## src/pmda_pkg.sv

```systemverilog
// Package of constants for program and data memory addressing
package pmda_pkg;
   // -------------------------------------------------------------
   // Program memory
   // -------------------------------------------------------------
   localparam int PC_WIDTH = 13;
   localparam int PWORD_WIDTH = 14;
   localparam int PMEM_WORDS_8K = 8192;
   localparam int PMEM_WORDS_4K = 4096;
   localparam logic [12:0] RESET_VECTOR = 13'h0000;
   localparam logic [12:0] INT_VECTOR = 13'h0004;
   // -------------------------------------------------------------
   // Data memory
   // -------------------------------------------------------------
   localparam int DADDR_WIDTH = 9;
   localparam int OFFSET_WIDTH = 7;
   localparam int STATUS_BANK_HI_BIT = 6;
   localparam int STATUS_BANK_LO_BIT = 5;
   localparam logic [6:0] BANK_TOP = 7'h7F;
   localparam logic [6:0] GPR_BASE = 7'h20;
   localparam logic [6:0] SHARED_BASE = 7'h70;
   localparam logic [6:0] OFS_INDIRECT = 7'h00;
   localparam logic [6:0] OFS_PCL = 7'h02;
   localparam logic [6:0] OFS_STATUS = 7'h03;
   localparam logic [6:0] OFS_POINTER = 7'h04;
   localparam logic [6:0] OFS_PCLATH = 7'h0A;
   localparam logic [6:0] OFS_INTCON = 7'h0B;
   localparam logic [7:0] STATUS_RESET = 8'h18;
   localparam logic [7:0] POINTER_RESET = 8'h00;
   localparam logic [4:0] PCLATH_RESET = 5'h00;
   localparam logic [7:0] INTCON_RESET = 8'h00;

   typedef enum logic [1:0] {
      FETCH_RESET = 2'b00,
      FETCH_RUN = 2'b01,
      FETCH_VECTOR = 2'b10
   } pmda_fetch_type;
endpackage : pmda_pkg

```

## src/pmda_ram.sv

```systemverilog
// General purpose RAM with registered read data
`timescale 1ns/1ps
module pmda_ram #(
   parameter int DEPTH = 512,
   parameter int AW = 9,
   parameter int DW = 8
) (
   input wire logic clk,
   input wire logic we,
   input wire logic [AW-1:0] waddr,
   input wire logic [DW-1:0] wdata,
   input wire logic [AW-1:0] raddr,
   output logic [DW-1:0] rdata
);
   logic [DW-1:0] mem [DEPTH];

   always_ff @(posedge clk) begin
      if (we) begin
         mem[waddr] <= wdata;
      end
      rdata <= mem[raddr];
   end
endmodule : pmda_ram

```

## src/pmda_top.sv

```systemverilog
// Program counter and banked data memory addressing for the core
// Notes on behaviour
// - Program fetch and data access use separate ports, usable together.
// - The program counter is 13 bits wide over 14-bit program words.
// - Implemented program memory is 8K or 4K words by build parameter.
// - Program addresses beyond the implemented size wrap around.
// - After reset fetch starts at address 0000h.
// - A taken interrupt sends fetch to address 0004h.
// - Status bits 6 and 5 pick data bank 0 to 3 for direct access; indirect takes bit 6 and pointer bit 7.
// - Banks span offsets to 7Fh, special registers low, RAM above.
// - Selected special registers answer the same in every bank.
// - Data is reached by direct offset or through the pointer register.
`timescale 1ns/1ps
module pmda_top #(
   parameter int PMEM_WORDS = pmda_pkg::PMEM_WORDS_8K
) (
   input wire logic CLK_SYS,
   input wire logic RST,
   input wire logic FETCH_ADV,
   input wire logic JUMP_VALID,
   input wire logic [12:0] JUMP_ADDR,
   input wire logic INT_TAKE,
   output logic [12:0] FETCH_ADDR,
   input wire logic DATA_RD,
   input wire logic DATA_WR,
   input wire logic DATA_INDIRECT,
   input wire logic [6:0] DATA_OFFSET,
   input wire logic [7:0] DATA_WDATA,
   output logic [7:0] DATA_RDATA,
   output logic [8:0] DATA_ADDR,
   output logic [7:0] STATUS_VALUE
);
   // -------------------------------------------------------------
   // Helpers
   // -------------------------------------------------------------
   localparam logic [12:0] PC_MASK = 13'(PMEM_WORDS - 1);

   function automatic logic [12:0] wrap_pc(input logic [12:0] a);
      return a & PC_MASK;
   endfunction : wrap_pc

   // Mirrored registers are identified by offset alone, ignoring bank
   function automatic logic is_mirrored(input logic [6:0] ofs);
      return ofs == pmda_pkg::OFS_INDIRECT || ofs == pmda_pkg::OFS_PCL ||
         ofs == pmda_pkg::OFS_STATUS || ofs == pmda_pkg::OFS_POINTER ||
         ofs == pmda_pkg::OFS_PCLATH || ofs == pmda_pkg::OFS_INTCON ||
         ofs >= pmda_pkg::SHARED_BASE;
   endfunction : is_mirrored

   // -------------------------------------------------------------
   // Program counter
   // -------------------------------------------------------------
   pmda_pkg::pmda_fetch_type st_q, st_d;
   logic [12:0] pc_q, pc_d;

   always_comb begin
      st_d = st_q;
      pc_d = pc_q;
      unique case (st_q)
         pmda_pkg::FETCH_RESET: begin
            pc_d = pmda_pkg::RESET_VECTOR;
            st_d = pmda_pkg::FETCH_RUN;
         end
         pmda_pkg::FETCH_RUN, pmda_pkg::FETCH_VECTOR: begin
            st_d = pmda_pkg::FETCH_RUN;
            // Interrupt outranks a jump in the same cycle
            if (INT_TAKE) begin
               pc_d = pmda_pkg::INT_VECTOR;
               st_d = pmda_pkg::FETCH_VECTOR;
            end else if (JUMP_VALID) begin
               pc_d = wrap_pc(JUMP_ADDR);
            end else if (FETCH_ADV) begin
               pc_d = wrap_pc(pc_q + 13'h0001);
            end
         end
         default: begin
            st_d = pmda_pkg::FETCH_RESET;
         end
      endcase
   end

   always_ff @(posedge CLK_SYS or posedge RST) begin
      if (RST) begin
         st_q <= pmda_pkg::FETCH_RESET;
         pc_q <= pmda_pkg::RESET_VECTOR;
      end else begin
         st_q <= st_d;
         pc_q <= pc_d;
      end
   end

   assign FETCH_ADDR = pc_q;

   // -------------------------------------------------------------
   // Core special registers
   // -------------------------------------------------------------
   logic [7:0] status_q, status_d;
   logic [7:0] ptr_q, ptr_d;
   logic [4:0] pclath_q, pclath_d;
   logic [7:0] intcon_q, intcon_d;
   logic [1:0] bank_sel;
   logic bank_select_high;
   logic bank_select_low;
   logic [8:0] addr;
   logic [6:0] ofs;
   logic is_sfr;
   logic [8:0] ram_addr;
   logic [7:0] ram_rdata;
   logic [7:0] sfr_rd_d, sfr_rd_q;
   logic sel_ram_d, sel_ram_q;

   assign bank_select_high = status_q[pmda_pkg::STATUS_BANK_HI_BIT];
   assign bank_select_low = status_q[pmda_pkg::STATUS_BANK_LO_BIT];
   assign bank_sel = {bank_select_high, bank_select_low};

   // Indirect uses the pointer plus the high bank bit for bit 8
   always_comb begin
      if (DATA_INDIRECT) begin
         addr = {bank_select_high, ptr_q};
      end else begin
         addr = {bank_sel, DATA_OFFSET};
      end
   end

   assign ofs = addr[6:0];
   assign is_sfr = ofs < pmda_pkg::GPR_BASE;
   // Mirrors fold onto bank 0 storage
   assign ram_addr = is_mirrored(ofs) ? {2'b00, ofs} : addr;

   always_comb begin
      status_d = status_q;
      ptr_d = ptr_q;
      pclath_d = pclath_q;
      intcon_d = intcon_q;
      sfr_rd_d = 8'h00;
      // Idle cycles read back as zero, not as stale RAM data
      sel_ram_d = DATA_RD && !is_sfr;
      // Indirect through offset 0 is no physical register
      if (DATA_WR && is_sfr && !(DATA_INDIRECT && ofs ==
            pmda_pkg::OFS_INDIRECT)) begin
         unique case (ofs)
            pmda_pkg::OFS_STATUS: status_d = DATA_WDATA;
            pmda_pkg::OFS_POINTER: ptr_d = DATA_WDATA;
            pmda_pkg::OFS_PCLATH: pclath_d = DATA_WDATA[4:0];
            pmda_pkg::OFS_INTCON: intcon_d = DATA_WDATA;
            default: ;
         endcase
      end
      if (DATA_RD && is_sfr) begin
         unique case (ofs)
            pmda_pkg::OFS_PCL: sfr_rd_d = pc_q[7:0];
            pmda_pkg::OFS_STATUS: sfr_rd_d = status_q;
            pmda_pkg::OFS_POINTER: sfr_rd_d = ptr_q;
            pmda_pkg::OFS_PCLATH: sfr_rd_d = {3'h0, pclath_q};
            pmda_pkg::OFS_INTCON: sfr_rd_d = intcon_q;
            default: sfr_rd_d = 8'h00;
         endcase
      end
   end

   always_ff @(posedge CLK_SYS or posedge RST) begin
      if (RST) begin
         status_q <= pmda_pkg::STATUS_RESET;
         ptr_q <= pmda_pkg::POINTER_RESET;
         pclath_q <= pmda_pkg::PCLATH_RESET;
         intcon_q <= pmda_pkg::INTCON_RESET;
         sfr_rd_q <= 8'h00;
         sel_ram_q <= 1'b0;
      end else begin
         status_q <= status_d;
         ptr_q <= ptr_d;
         pclath_q <= pclath_d;
         intcon_q <= intcon_d;
         sfr_rd_q <= sfr_rd_d;
         sel_ram_q <= sel_ram_d;
      end
   end

   // -------------------------------------------------------------
   // General purpose RAM
   // -------------------------------------------------------------
   pmda_ram #(
      .DEPTH(512),
      .AW(pmda_pkg::DADDR_WIDTH),
      .DW(8)
   ) u_ram (
      .clk(CLK_SYS),
      .we(DATA_WR && !is_sfr),
      .waddr(ram_addr),
      .wdata(DATA_WDATA),
      .raddr(ram_addr),
      .rdata(ram_rdata)
   );

   assign DATA_RDATA = sel_ram_q ? ram_rdata : sfr_rd_q;
   assign DATA_ADDR = addr;
   assign STATUS_VALUE = status_q;

   // -------------------------------------------------------------
   // Checks
   // -------------------------------------------------------------
   property p_fetch_sep;
      @(posedge CLK_SYS) disable iff (RST)
      (st_q == pmda_pkg::FETCH_RUN && DATA_WR && !INT_TAKE && !JUMP_VALID
         && FETCH_ADV) |=> FETCH_ADDR == wrap_pc($past(FETCH_ADDR) + 13'h1);
   endproperty
   a_fetch_sep: assert property (p_fetch_sep)
      else $error("fetch stalled by data access");

   property p_pc_width;
      @(posedge CLK_SYS) disable iff (RST)
      st_q != pmda_pkg::FETCH_RESET && FETCH_ADV && !JUMP_VALID && !INT_TAKE
         && FETCH_ADDR == PC_MASK |=> FETCH_ADDR == 13'h0000;
   endproperty
   a_pc_width: assert property (p_pc_width)
      else $error("pc wrapped incorrectly at top");

   property p_pc_range;
      @(posedge CLK_SYS) disable iff (RST)
      FETCH_ADDR <= PC_MASK;
   endproperty
   a_pc_range: assert property (p_pc_range)
      else $error("pc outside implemented memory");

   property p_jump_wrap;
      @(posedge CLK_SYS) disable iff (RST)
      st_q != pmda_pkg::FETCH_RESET && JUMP_VALID && !INT_TAKE
         |=> FETCH_ADDR == ($past(JUMP_ADDR) & PC_MASK);
   endproperty
   a_jump_wrap: assert property (p_jump_wrap)
      else $error("jump not wrapped");

   property p_reset_vec;
      @(posedge CLK_SYS) $fell(RST) |-> FETCH_ADDR == 13'h0000;
   endproperty
   a_reset_vec: assert property (p_reset_vec)
      else $error("fetch not at reset vector");

   property p_int_vec;
      @(posedge CLK_SYS) disable iff (RST)
      st_q != pmda_pkg::FETCH_RESET && INT_TAKE |=> FETCH_ADDR == 13'h0004;
   endproperty
   a_int_vec: assert property (p_int_vec)
      else $error("interrupt vector missed");

   property p_direct_addr;
      @(posedge CLK_SYS) disable iff (RST)
      !DATA_INDIRECT |-> DATA_ADDR == {STATUS_VALUE[6:5], DATA_OFFSET};
   endproperty
   a_direct_addr: assert property (p_direct_addr)
      else $error("direct address wrong");

   property p_sfr_no_ram;
      @(posedge CLK_SYS) disable iff (RST)
      DATA_RD && is_sfr && ofs == pmda_pkg::OFS_STATUS
         |=> DATA_RDATA == $past(status_q);
   endproperty
   a_sfr_no_ram: assert property (p_sfr_no_ram)
      else $error("status read wrong");

   property p_indirect;
      @(posedge CLK_SYS) disable iff (RST)
      DATA_INDIRECT |-> DATA_ADDR == {STATUS_VALUE[6], ptr_q};
   endproperty
   a_indirect: assert property (p_indirect)
      else $error("indirect address wrong");

   property p_pcl_read;
      @(posedge CLK_SYS) disable iff (RST)
      DATA_RD && ofs == pmda_pkg::OFS_PCL
         |=> DATA_RDATA == $past(FETCH_ADDR[7:0]);
   endproperty
   a_pcl_read: assert property (p_pcl_read)
      else $error("program counter low read wrong");
endmodule : pmda_top

```

## config.mk

```make
export PLATFORM = sky130hd
export DESIGN_NAME = pmda_top
export DESIGN_NICKNAME = d
export VERILOG_FILES = /design/src/pmda_pkg.sv /design/src/pmda_ram.sv /design/src/pmda_top.sv
export SDC_FILE = /design/constraint.sdc
export NUM_CORES = 2
export LEC_CHECK = 0
export BUFFER_PORTS_ARGS = -buffer_cell sky130_fd_sc_hd__buf_2
export CELL_PAD_IN_SITES_DETAIL_PLACEMENT = 1
export CELL_PAD_IN_SITES_GLOBAL_PLACEMENT = 1
export CORE_ASPECT_RATIO = 1.5
export CORE_MARGIN = 4
export CORE_UTILIZATION = 30
export DETAILED_ROUTE_END_ITERATION = 16
export GPL_ROUTABILITY_DRIVEN = 0
export HOLD_SLACK_MARGIN = 0.15
export PLACE_DENSITY_LB_ADDON = 0.1
export SLEW_MARGIN = 20
export SYNTH_ARGS = -nofsm -noshare
export SYNTH_HDL_FRONTEND = slang
export SYNTH_SLANG_ARGS = --single-unit
```

## constraint.sdc

```tcl
create_clock -name CLK_SYS -period 3.86 [get_ports CLK_SYS]
set_input_delay 0.772 -clock CLK_SYS [delete_from_list [all_inputs] [get_ports CLK_SYS]]
set_output_delay 0.772 -clock CLK_SYS [all_outputs]
set_load 0.01 [all_outputs]
```

==> reports/summary.txt <==
Status - finished with violations
Failing checks - setup timing
Largest vdd supply drop - 0.3602 mV
CTS root buffer - clkbuf_16
Slew HR - 22.66%
Max Cap Violations - 0
Htree depth - 5
DR vias - 80.70k
CP arrival - 4.98 ns
Sequential element share of the synthesized area - 78.89%
Top cell by count, worst path - buf_16
Startpoint types - flop
Synth Flop Type - edfxtp_1
CP delay by family, top - buffers and inverters
Total track usage - 18.21%
Mapped Cells - 6985
Max frequency - 244.6 MHz
Drt first pass iters - 7
Layout Utilization - 38.02%
CP Max Fanout - 8
Initial antenna violation count - 41
Final Setup Violations - 5
Largest net degree at the start of global routing - 117
FF+latch count, synth - 4157
Number of global-route vias before repair - 89.31k
# IOs - 74
Setup_tns - -0.7433 ns
Final ANT Viol Nets - 0
Worst-path cell chain - mux2_8 -> buf_16 -> buf_16 -> buf_12 -> buf_4 -> buf_16 -> mux4_2 -> a22oi_2 -> nand4_1 -> buf_4 -> o211ai_1 -> nand4_1 -> buf_6 -> or3_4
Final worst path period share - 105.9%
Die height - 896.3 um
CP peak stage delay - 0.42 ns
Gr ovfl total - 0
Slowest-stage cell, CP - mux4_2
Fraction of registers with async set/reset - 1.275%
Nets@finish - 10.01k
Synth cell types - 53
Max-slew violation count - 0
Initial core utilization - 30.06%
Clk sink count - 4157
FF+latch area - 124500 sq um
Pwr Density - 538.0 nW/um^2
CP endpoint kind - flop
Syn avg cell area - 22.59 sq um
Filler Cell Count - 50.97k
Min-Delay Path Class - input port to flop
Final worst slack - -0.2278 ns
Fin crit period - 4.088 ns
Cell area after synthesis - 157800 sq um
Initial DRC Count - 6013
Post-synth top area cell - edfxtp_1
Drt drc - 0
Critical path data required time - 4.75 ns
Multi-input gate area - 37370 sq um
I/O Buffers - 73
Die width - 600.2 um
Commonest non-fill, non-tap cells in the layout - 4096 x edfxtp_1, 1408 x conb_1, 1160 x buf_4
Commonest non-fill, non-tap cell in the layout - edfxtp_1
Worst setup path class - flop to flop
Area share of the largest cell type after synthesis - 77.94%
EDFF count, synth - 4096
Lkg Pwr - 67.68 nW
Wirelength per Cell - 28.74 um
Via density - 4.685
Least-Margin Pin Slew - 1.156 ns
Synth area leaders - edfxtp_1 78%, mux4_2 15%, a22oi_1 2.6%, nor2_1 0.89%, dfrtp_1 0.81%
TritonCTS buffer count - 426
Post-DP HPWL - 335800 um
Clk buf depth - 4
Hold Vio Cnt, Final - 0
Core ar. - 525000 sq um
Total wire length - 495100 um
Share of layout cells above drive strength 1 - 32.19%
Synth-to-Final Area Change - 26.49%
Buf+Inv Stages, Crit Path - 7
Skew-Pair Late Insertion Delay - 1.02 ns
Row cnt - 326
RSZ-0062 raised after global routing - true
Total power - 0.1074 W
Clock skew - 0.06956 ns
Synth Warn # - 0
CTS tree - done
Worst-path clk slew - 0.07 ns
First-pass GRT wire length - 693100 um
Die area - 537900 sq um
[routing by layer]
layer  up-vias  GRT usage (%)  part of all wire [%]
li1      34552              -                     -
met1     44077          21.92                    39
met2      1560          34.63                    55
met3       506          1.953                   3.5
met4         2          4.161                   2.5
met5         -              0                0.0026
[worst paths after layout]
check / end / from / cells after the start / slack (ns)
min in group asynchronous: FETCH_ADDR[1]$_DFFE_PP0P_ / RST / 3 / 0.43
max in group asynchronous: ptr_q[0]$_DFFE_PP0P_ / RST / 4 / 2.71
max reg2reg: u_ram.rdata[1]$_DFF_P_ / ptr_q[0]$_DFFE_PP0P_ / 14 / -0.23
max: u_ram.rdata[1]$_DFF_P_ / ptr_q[0]$_DFFE_PP0P_ / 14 / -0.23
min reg2reg: intcon_q[7]$_DFFE_PP0P_ / intcon_q[7]$_DFFE_PP0P_ / 1 / 0.51
min: u_ram.mem[120][1]$_DFFE_PP_ / DATA_WDATA[1] / 1 / 0.25
[report_power, final]
group | leakage, nW | internal, W | switching (W)
registers | 38.7 | 0.0511 | 0.000527
logic | 22.3 | 0.00684 | 0.00791
clock network | 6.65 | 0.0232 | 0.0178
total | 67.7 | 0.0812 | 0.0262
[synthesized netlist by cell type (9+ instances only)]
cell and n:
buf_2 105, o21ai_0 41, nand3_1 28, a22oi_1 545, nand4_1 119, and2_1 9, mux4_2 1024, dfrtp_1 51
nor3_1 19, nand2_1 75, nor2_1 374, a21oi_1 19, buf_1 12, mux2_2 40, edfxtp_1 4096, clkbuf_1 280
o211ai_1 25, or3_1 11, buf_6 9
[kinds of logic after synthesis]
group,Yosys count,share of synthesized area [%]
buffers and inverters,421,1.142
DFF,4157,78.89
xor gates and xnor gates,2,0.01110
muxes,1070,14.94
and+or+nand+nor,666,1.914
other,1,0.002376
adders and majority gates,3,0.02379
AOI/OAI and AO/OA,665,3.080
[through the flow]
stage | cells | hold slack, ns | instance area (sq um) | worst slack, ns
after floorplan | 8392 | 0.4783 | 163100 | 0.2369
after global placement | 16334 | 0.4889 | 184300 | -1.551
after detailed placement | 16334 | 0.4967 | 184300 | -1.545
after CTS | 17161 | 0.1730 | 198800 | -0.3039
after global routing | 17219 | 0.2277 | 199600 | -0.2716
final | 17226 | 0.2501 | 199600 | -0.2278
[registers in the layout (all words and copies together) (netlist names)]
signal / flops
STATUS_VALUE: 8
pclath_q: 5
u_ram.mem: 4096
intcon_q: 8
u_ram.rdata: 8
sfr_rd_q: 8
FETCH_ADDR: 13
ptr_q: 8
st_q: 2
sel_ram_q: 1
[area by class of cell]
class	instances	share of cell area [%]
multi-input cells	3814	18.72
well taps	6888	4.318
clock buffers	532	5.672
clock inverters	252	1.162
diodes	15	0.01880
flip-flops and latches	4157	62.37
repair buffers	1559	7.716
inverters	9	0.02570
[repair_timing]
action | in CTS | in global routing
hold buffers | 17 | 0
hold endpoints to repair | 60 | 0
resized for setup | 77 | 77
pin swaps | 25 | 37
setup endpoints to repair | 8 | 8
gates cloned | 2 | 2
setup buffers | 24 | 49
(Power assumes the default switching activity.)
